**config.mk**
```make
export PLATFORM = sky130hd
export DESIGN_NAME = tsom_top
export DESIGN_NICKNAME = d
export VERILOG_FILES = /design/src/tsom_mux_core.v /design/src/tsom_top.v
export VERILOG_INCLUDE_DIRS = /design/src
export SDC_FILE = /design/constraint.sdc
export NUM_CORES = 1
export LEC_CHECK = 0
export ABC_AREA = 1
export BUFFER_PORTS_ARGS = -buffer_cell sky130_fd_sc_hd__buf_2
export CAP_MARGIN = 20
export CORE_MARGIN = 2
export CORE_UTILIZATION = 43
export DETAILED_ROUTE_END_ITERATION = 10
export MAX_ROUTING_LAYER = met4
export PLACE_DENSITY = 0.77
export REMOVE_ABC_BUFFERS = 1
export SYNTH_ARGS = -nofsm -noshare
export SYNTH_HDL_FRONTEND = slang
export SYNTH_SLANG_ARGS = --single-unit
```
**constraint.sdc**
```tcl
create_clock -name clk_i -period 1.4 [get_ports clk_i]
set_input_delay 0.28 -clock clk_i [delete_from_list [all_inputs] [get_ports clk_i]]
set_output_delay 0.28 -clock clk_i [all_outputs]
set_load 0.01 [all_outputs]
```
**src/tsom_defines.vh**
```
// Constants for the test signal observation mux: register map, fields, codes.
// Assumes inclusion by bare name from the design files; definitions only.
// What this block does
// RULE1: Route disabled: serial select 0 drives pin low, 1 drives high; 6,7 reserved.
// RULE2: Route disabled, serial select 3: pin shows transmit data in NRZ form.
// RULE3: Route disabled, serial select 2: pin shows Miller-coded transmit envelope.
// RULE4: Serial select 4: pin shows received Manchester signal with subcarrier.
// RULE5: Serial select 5: pin shows received Manchester signal without subcarrier.
// RULE6: Route enable 1: pin follows digital probe selector, serial select ignored; the code still uses the serial select for probe 00.
// RULE7: Probe F4 received data, E4 receive-valid strobe, D4 collision indicator.
// RULE8: Probe C4 serial clock: coder clock transmitting, receiver clock receiving.
// RULE9: Probe B5 synchronised read strobe, A5 synchronised write strobe.
// RULE10: Probe 96 outputs the internal system clock; the code shows clk/2 from a flop that toggles every clock.
// RULE11: Probe 00 selects nothing; pin carries serial switch choice.
// RULE12: Valid probe high while data and collision valid; collision high on collision; the code shows collision only while valid is high.
// RULE13: Software writes probe config 00 when not observing test signals.
// RULE14: Software writes only listed probe codes; others reserved for production.
// RULE15: 4-bit analog select routes node 0..C to aux pin; D..F reserved.
// RULE16: Reserved serial selects and unlisted probe codes drive the pin low.
`ifndef TSOM_DEFINES_VH
`define TSOM_DEFINES_VH

// ----------------------------------------
// Register offsets (byte addresses)
// ----------------------------------------
`define TSOM_ADDR_PROBE   4'h0
`define TSOM_ADDR_CTRL    4'h4
`define TSOM_ADDR_STATUS  4'h8

// ----------------------------------------
// Control fields and reset values
// ----------------------------------------
`define TSOM_CTRL_SEL_LSB    0
`define TSOM_CTRL_SEL_MSB    2
`define TSOM_CTRL_ROUTE_BIT  3
`define TSOM_CTRL_ANA_LSB    4
`define TSOM_CTRL_ANA_MSB    7
`define TSOM_PROBE_RESET     8'h00
`define TSOM_SEL_RESET       3'h0
`define TSOM_ANA_RESET       4'h0

// ----------------------------------------
// Serial switch selects
// ----------------------------------------
`define TSOM_SEL_LOW       3'h0
`define TSOM_SEL_HIGH      3'h1
`define TSOM_SEL_ENVELOPE  3'h2
`define TSOM_SEL_NRZ       3'h3
`define TSOM_SEL_MAN_SUB   3'h4
`define TSOM_SEL_MAN       3'h5

// ----------------------------------------
// Digital probe codes
// ----------------------------------------
`define TSOM_PRB_DATA     8'hF4
`define TSOM_PRB_VALID    8'hE4
`define TSOM_PRB_COLL     8'hD4
`define TSOM_PRB_SCLK     8'hC4
`define TSOM_PRB_RDSYNC   8'hB5
`define TSOM_PRB_WRSYNC   8'hA5
`define TSOM_PRB_SYSCLK   8'h96
`define TSOM_PRB_NONE     8'h00

// ----------------------------------------
// Analog select range
// ----------------------------------------
`define TSOM_ANA_LAST     4'hC

`endif

```
**src/tsom_mux_core.v**
```verilog
// Combinational signal selection for the observation pins.
// Assumes all source signals are synchronous to the caller's clock.
`timescale 1ns/1ps
`include "tsom_defines.vh"

module tsom_mux_core (
   input  wire        route_en_i,
   input  wire [2:0]  sel_i,
   input  wire [7:0]  probe_i,
   input  wire [3:0]  ana_sel_i,
   input  wire        tx_envelope_i,
   input  wire        tx_nrz_i,
   input  wire        rx_man_sub_i,
   input  wire        rx_man_i,
   input  wire        rx_data_i,
   input  wire        rx_valid_i,
   input  wire        rx_coll_i,
   input  wire        coder_clk_i,
   input  wire        rx_clk_i,
   input  wire        transmitting_i,
   input  wire        rd_sync_i,
   input  wire        wr_sync_i,
   input  wire        sys_clk_tick_i,
   output reg         pin_o,
   output reg  [3:0]  aux_sel_o,
   output reg         aux_en_o
);

   reg serial_bit;
   reg probe_bit;

   always @* begin
      case (sel_i)
         `TSOM_SEL_LOW:      serial_bit = 1'b0;           // RULE1
         `TSOM_SEL_HIGH:     serial_bit = 1'b1;           // RULE1
         `TSOM_SEL_ENVELOPE: serial_bit = tx_envelope_i;  // RULE3
         `TSOM_SEL_NRZ:      serial_bit = tx_nrz_i;       // RULE2
         `TSOM_SEL_MAN_SUB:  serial_bit = rx_man_sub_i;   // RULE4
         `TSOM_SEL_MAN:      serial_bit = rx_man_i;       // RULE5
         default:            serial_bit = 1'b0;           // RULE16
      endcase
   end

   always @* begin
      case (probe_i)
         `TSOM_PRB_DATA:   probe_bit = rx_data_i;                     // RULE7
         `TSOM_PRB_VALID:  probe_bit = rx_valid_i;                    // RULE12
         `TSOM_PRB_COLL:   probe_bit = rx_coll_i & rx_valid_i;        // RULE12
         `TSOM_PRB_SCLK:   probe_bit = transmitting_i ? coder_clk_i
                                                      : rx_clk_i;     // RULE8
         `TSOM_PRB_RDSYNC: probe_bit = rd_sync_i;                     // RULE9
         `TSOM_PRB_WRSYNC: probe_bit = wr_sync_i;                     // RULE9
         `TSOM_PRB_SYSCLK: probe_bit = sys_clk_tick_i;                // RULE10
         `TSOM_PRB_NONE:   probe_bit = serial_bit;                    // RULE11
         default:          probe_bit = 1'b0;                          // RULE16
      endcase
   end

   always @* begin
      pin_o = route_en_i ? probe_bit : serial_bit;  // RULE6
      // Reserved analog codes leave the aux pin unrouted
      aux_en_o  = (ana_sel_i <= `TSOM_ANA_LAST);    // RULE15
      aux_sel_o = aux_en_o ? ana_sel_i : 4'h0;      // RULE15
   end

endmodule

```
**src/tsom_top.v**
```verilog
// Test signal observation mux with classic Wishbone register slave.
// Assumes one clock, synchronous active-high reset, sources synchronous to clk_i.
//
// The implementer's own choices: the Wishbone slave port and the register addresses.
`timescale 1ns/1ps
`include "tsom_defines.vh"

module tsom_top (
   input  wire        clk_i,
   input  wire        rst_i,
   input  wire        cyc_i,
   input  wire        stb_i,
   input  wire        we_i,
   input  wire [3:0]  adr_i,
   input  wire [3:0]  sel_i,
   input  wire [31:0] dat_i,
   output reg  [31:0] dat_o,
   output reg         ack_o,
   output reg         err_o,
   input  wire        tx_envelope_i,
   input  wire        tx_nrz_i,
   input  wire        rx_man_sub_i,
   input  wire        rx_man_i,
   input  wire        rx_data_i,
   input  wire        rx_valid_i,
   input  wire        rx_coll_i,
   input  wire        coder_clk_i,
   input  wire        rx_clk_i,
   input  wire        transmitting_i,
   input  wire        rd_sync_i,
   input  wire        wr_sync_i,
   output reg         mux_output_pin_o,
   output reg  [3:0]  aux_sel_o,
   output reg         aux_en_o
);

   // ----------------------------------------
   // Registers
   // ----------------------------------------
   reg  [7:0] digital_probe_config_reg;
   reg  [2:0] serial_switch_select_reg;
   reg        test_route_enable_reg;
   reg  [3:0] analog_probe_select_reg;
   reg        sys_tick_reg;
   wire       pin_next;
   wire [3:0] aux_sel_next;
   wire       aux_en_next;

   wire req    = cyc_i & stb_i & ~ack_o & ~err_o;
   wire hit_pr = (adr_i == `TSOM_ADDR_PROBE);
   wire hit_ct = (adr_i == `TSOM_ADDR_CTRL);
   wire hit_st = (adr_i == `TSOM_ADDR_STATUS);
   wire mapped = hit_pr | hit_ct | hit_st;

   // ----------------------------------------
   // Bus slave: one wait-free answer a cycle after request
   // ----------------------------------------
   always @(posedge clk_i) begin
      if (rst_i) begin
         ack_o                    <= 1'b0;
         err_o                    <= 1'b0;
         dat_o                    <= 32'h0000_0000;
         digital_probe_config_reg <= `TSOM_PROBE_RESET;
         serial_switch_select_reg <= `TSOM_SEL_RESET;
         test_route_enable_reg    <= 1'b0;
         analog_probe_select_reg  <= `TSOM_ANA_RESET;
      end else begin
         ack_o <= req & mapped;
         err_o <= req & ~mapped;
         dat_o <= 32'h0000_0000;
         if (req & mapped & we_i & sel_i[0]) begin
            if (hit_pr)
               digital_probe_config_reg <= dat_i[7:0];
            if (hit_ct) begin
               serial_switch_select_reg <= dat_i[`TSOM_CTRL_SEL_MSB:`TSOM_CTRL_SEL_LSB];
               test_route_enable_reg    <= dat_i[`TSOM_CTRL_ROUTE_BIT];
               analog_probe_select_reg  <= dat_i[`TSOM_CTRL_ANA_MSB:`TSOM_CTRL_ANA_LSB];
            end
         end
         if (req & mapped & ~we_i) begin
            if (hit_pr)
               dat_o <= {24'h000000, digital_probe_config_reg};
            if (hit_ct)
               dat_o <= {24'h000000, analog_probe_select_reg,
                         test_route_enable_reg, serial_switch_select_reg};
            // Status shows the live pin and aux routing
            if (hit_st)
               dat_o <= {26'h0000000, aux_en_o, aux_sel_o, mux_output_pin_o};
         end
      end
   end

   // ----------------------------------------
   // System clock probe
   // ----------------------------------------
   // A flop can only show clk/2; real clock gating on a pin is avoided
   always @(posedge clk_i) begin
      if (rst_i)
         sys_tick_reg <= 1'b0;
      else
         sys_tick_reg <= ~sys_tick_reg;  // RULE10
   end

   tsom_mux_core u_core (
      .route_en_i     (test_route_enable_reg),
      .sel_i          (serial_switch_select_reg),
      .probe_i        (digital_probe_config_reg),
      .ana_sel_i      (analog_probe_select_reg),
      .tx_envelope_i  (tx_envelope_i),
      .tx_nrz_i       (tx_nrz_i),
      .rx_man_sub_i   (rx_man_sub_i),
      .rx_man_i       (rx_man_i),
      .rx_data_i      (rx_data_i),
      .rx_valid_i     (rx_valid_i),
      .rx_coll_i      (rx_coll_i),
      .coder_clk_i    (coder_clk_i),
      .rx_clk_i       (rx_clk_i),
      .transmitting_i (transmitting_i),
      .rd_sync_i      (rd_sync_i),
      .wr_sync_i      (wr_sync_i),
      .sys_clk_tick_i (sys_tick_reg),
      .pin_o          (pin_next),
      .aux_sel_o      (aux_sel_next),
      .aux_en_o       (aux_en_next)
   );

   // ----------------------------------------
   // Registered pins
   // ----------------------------------------
   always @(posedge clk_i) begin
      if (rst_i) begin
         mux_output_pin_o <= 1'b0;
         aux_sel_o        <= 4'h0;
         aux_en_o         <= 1'b0;
      end else begin
         mux_output_pin_o <= pin_next;      // RULE6
         aux_sel_o        <= aux_sel_next;  // RULE15
         aux_en_o         <= aux_en_next;   // RULE15
      end
   end

endmodule

```
Word-level counts from Yosys, hierarchy flattened
Index checks and enable logic that the tools add are counted.
- bitwise operators: 18
- magnitude comparators: 1
- reduce and logical (&&, ||, !) cells: 8
- eq/ne operators: 14
- multiplexer cells: 7
- operators with widths (operator ; count):
    $eq A8 B8 Y1 const B ; 7
    $mux W8 ; 2
    $and A1 B1 Y1 ; 9
    $logic_not A8 Y1 ; 1
    $pmux W1 S8 ; 1
    $not A1 Y1 ; 7
    $eq A3 B2 Y1 const B ; 2
    $eq A3 B3 Y1 const B ; 2
    $mux W6 ; 1
    $pmux W1 S5 ; 1
    $eq A4 B3 Y1 const B ; 1
    $eq A4 B4 Y1 const B ; 1
    $le A4 B4 Y1 const B ; 1
    $logic_not A4 Y1 ; 1
    $reduce_and A2 Y1 ; 2
    $reduce_or A2 Y1 ; 2
    $reduce_or A4 Y1 ; 1
    $eq A3 B1 Y1 const B ; 1
    $reduce_or A3 Y1 ; 1
    $mux W1 ; 2
    $or A1 B1 Y1 ; 2
- bits in registers: 57
- logic and storage cells: 61

Longest topological paths before layout
- word-level depth: 7
- mapped depth: 10
- depth with buffers taken out: 9

Hierarchy
Synthesis repeated with hierarchy kept, for this count alone.
- cells, all modules: 292
- area, all modules: 1864.3 um^2
- modules (own cells, without submodules) (module ; seq. area each (um^2) ; times used ; cells an instance ; area an instance (um^2)):
    tsom_top ; 660.6 ; 1 ; 231 ; 1602.8
    tsom_mux_core ; 0.0 ; 1 ; 61 ; 261.5

Least setup slack after synthesis
Ideal clock, no wire load.
- path type: reg2reg
- from: register ack_o
- to: register digital_probe_config_reg[0]
- arrival time: 1.092 ns
- buffers on the path: 1
- cell stages (with the launch flop): 9
- slack: 0.239 ns
- period minus slack after synthesis: 1.161 ns
- cells stage by stage: dfxtp_1 > nor2_2 > nand3_1 > nor2_2 > nand3_2 > clkinv_2 > buf_6 > o21ai_1 > a21oi_1
- longest elaborated chain between the ends: 7
- RTL lines (element ; RTL line ; source):
    start, declared ; tsom_top.v:18 ; output reg ack_o,
    start signal, assigned ; tsom_top.v:68 ; ack_o <= req & mapped;
    $not A1 Y1 ; tsom_top.v:49 ; wire req = cyc_i & stb_i & ~ack_o & ~err_o;
    $and A1 B1 Y1 (2 in series) ; tsom_top.v:49 ;
    $and A1 B1 Y1 (3 in series) ; tsom_top.v:71 ; if (req & mapped & we_i & sel_i[0]) begin
    $reduce_and A2 Y1 (no source line) ; -- ;
    end signal, assigned ; tsom_top.v:63 ; digital_probe_config_reg <= `TSOM_PROBE_RESET;
    end signal, assigned ; tsom_top.v:73 ; digital_probe_config_reg <= dat_i[7:0];
    end, declared ; tsom_top.v:40 ; reg [7:0] digital_probe_config_reg;
No other way between the ends.
A chain may end at the register's enable or synchronous reset.

Worst setup path after layout
- from: register ack_o
- to: register digital_probe_config_reg[2]
The elaborated chain is that of the path after synthesis.

==> results.ini <==
[layout]
final_nets = 320
post-route-util_pct = 52.3
syn_to_final_growth_pct = 16.2
n_antenna_cell = 0
layout-drive-gt1-share_pct = 27.0
nFillCells = 379

[logic_synthesis]
yosysUniqueCellTypes = 29
ys_warn_count = 0
yosysSeqAreaShare_pct = 40.1
synth_compound_area_share_pct = 19.4
yosys-mux-area-fraction_pct = 0
syn_area_sq_um = 1650
yosys.area_share.simple_pct = 18.7
synthTopCellsByArea = dfxtp_1 40%, buf_4 11%, inv_1 6.4%, a21oi_1 6.1%, o21ai_0 5.2%
ys_seq_elements = 33
synth-xor-area-share_pct = 0
synth_area_per_cell_sq_um = 7.71
synth_top_family_by_area = buffers and inverters
syn_inst = 214
synth_top_area_share_pct = 40.1
synth_top_area_cell = dfxtp_1
synthAdderAreaFrac_pct = 0

[power_and_ir_drop]
power.total_uw = 1810
p_per_area_nw_per_um2 = 946
irDropWorstVdd_mv = 0.377
power_leakage_uw = 0.000921

[global_routing]
grt_pass1_vias = 1326
antenna_found_initial = 0
grt_pass1_wl_um = 5670
grt.total_usage_pct = 17.7
grt_overflow_total = 0
grt_max_degree = 17

[clocking]
ctsResizeCount = 0
ctsRootBufferMaster = clkbuf_8
clkTransAtPathRegs_ns = 0.06
post-cts-setup-buffers = 0
ctsHoldBuffers = 0
cts_tree = yes
htreeDepth = 2
cts_buffers = 5
cts_sinks = 33
clk_latency_ns = 0.28
clockBufferDepth = 2

[detailed_routing]
viasPerCell = 4.70
avgRoutedWirePerCell_um = 11.0
drcViolationCount = 0
ant_nets = 0
num_vias = 1463
drtIter0Drc = 60
wirelength_um = 3430
drt_pass1_iterations = 4

[placement]
gp_congestion = 0.830
hpwl_um = 2630
portBuffers = 45
pre_cts_ws_ns = 0.0490

[critical_path]
worstPathMaxFanout = 16
start_kind = register
cp.arrival_ns = 1.47
required_ns = 1.61
r2r.worst_path.cells = 7
critPathCaptureType = register
critical_path_class = register to register

[run_status]
outcome = finished, final reports clean

[sta]
period_minus_slack_ns = 1.26
hold_viol = 0
drv_slew = 0
setup_tns_ns = 0
finalCritPeriodShare_pct = 90.0
setup_viol_count_final = 0
fin_worst_skew_ns = 0.00368
fin_ws_ns = 0.141
whs_ns = 0.258
rsz0062_at_grt = no
fmax_mhz = 794

[floorplanning]
fp.dieH_um = 65.9
rows = 22
die_area_sq_um = 4350
initial_utilization_pct = 45.0
core-area_sq_um = 3660
num_io_pins = 97
dieWidth_um = 65.9

[flow_run]
max-cap-violations = 0

[worst_hold_path]
hold_depth = 3
min_path_type = input port to register

[cells by family after synthesis]
kind of cell,after synthesis
buf+inv,64
other cells,1
compound gates,55
flops,33
simple gates,61
[synth_stat cells]
| cell | count |
|---|---|
| a221oi_1 | 6 |
| nand2_2 | 1 |
| nand4_2 | 1 |
| o21ai_0 | 17 |
| inv_2 | 2 |
| o31ai_1 | 6 |
| nand4_1 | 1 |
| buf_6 | 2 |
| nand2_1 | 18 |
| nor2_1 | 20 |
| a21oi_1 | 20 |
| o22ai_1 | 2 |
| clkinv_2 | 3 |
| nor2_4 | 1 |
| nand3_1 | 11 |
| buf_4 | 25 |
| nor3b_1 | 2 |
| nand3_2 | 2 |
| o21ai_2 | 1 |
| nor3_4 | 1 |
| inv_1 | 28 |
| inv_4 | 1 |
| nor2_2 | 2 |
| a31oi_1 | 1 |
| conb_1 | 1 |
| dfxtp_1 | 33 |
| clkbuf_1 | 3 |
| o21ai_1 | 2 |
| nand2_4 | 1 |
[metrics by stage]
stage,cells,instance area (sq um)
floorplan,207,1510
global placement,304,1830
detailed placement,304,1830
CTS,311,1920
global route,311,1920
finish,311,1920
[cell type report]
cell class              instances  area (sq um)  share of cell area [%]
inverters                      34           134                    6.99
repair buffers                 49           255                    13.3
well taps                      48          60.1                    3.14
clock buffers                   7          86.3                    4.51
flip-flops and latches         33           661                    34.5
multi-input cells             140           719                    37.6
[placed cells by master, fill, tap and decap left out, types with 2 or more instances in the layout]
cell type,count
nand3_1,11
clkbuf_8,6
buf_2,45
o22ai_1,2
nand2_1,18
a21oi_1,20
o21ai_0,17
inv_2,2
nor2_1,20
conb_1,24
dfxtp_1,33
nand3_2,2
a221oi_1,6
o31ai_1,6
inv_1,28
nor2_2,2
nor3b_1,2
buf_4,4
clkinv_2,3
o21ai_1,2
[power by group]
part           internal (uW)  leakage [uW]  switching, uW  total (uW)
clock                    389     0.0000443            312         701
combinational           56.9      0.000610            102         158
sequential               946      0.000267           5.05         951
[layer usage]
| metal | track usage [%] | wire, um | vias to the layer above |
|---|---|---|---|
| met5 | - | 0 | - |
| met4 | 6.77 | 52 | 0 |
| met3 | 5.79 | 328 | 6 |
| met2 | 28.7 | 1580 | 59 |
| met1 | 20.3 | 1470 | 648 |
| li1 | - | - | 750 |
[final timing paths]
| kind | slack [ns] | startpoint | to |
|---|---|---|---|
| worst max-delay path | 0.14 | ack_o | digital_probe_config_reg[2] |
| worst min-delay path | 0.26 | dat_i[1] | digital_probe_config_reg[1] |
| worst max register to register | 0.14 | ack_o | digital_probe_config_reg[2] |
| worst min register to register | 0.41 | sys_tick_reg | sys_tick_reg |
[critical path: stages (launching register included)]
cell      delay [ns]
dfxtp_1         0.31
nor2_2          0.13
nand3_1         0.09
nor2_2          0.16
nand3_2         0.09
clkinv_2        0.17
o21ai_0         0.11
a21oi_1         0.12
Power figures use the tool's default switching activity.
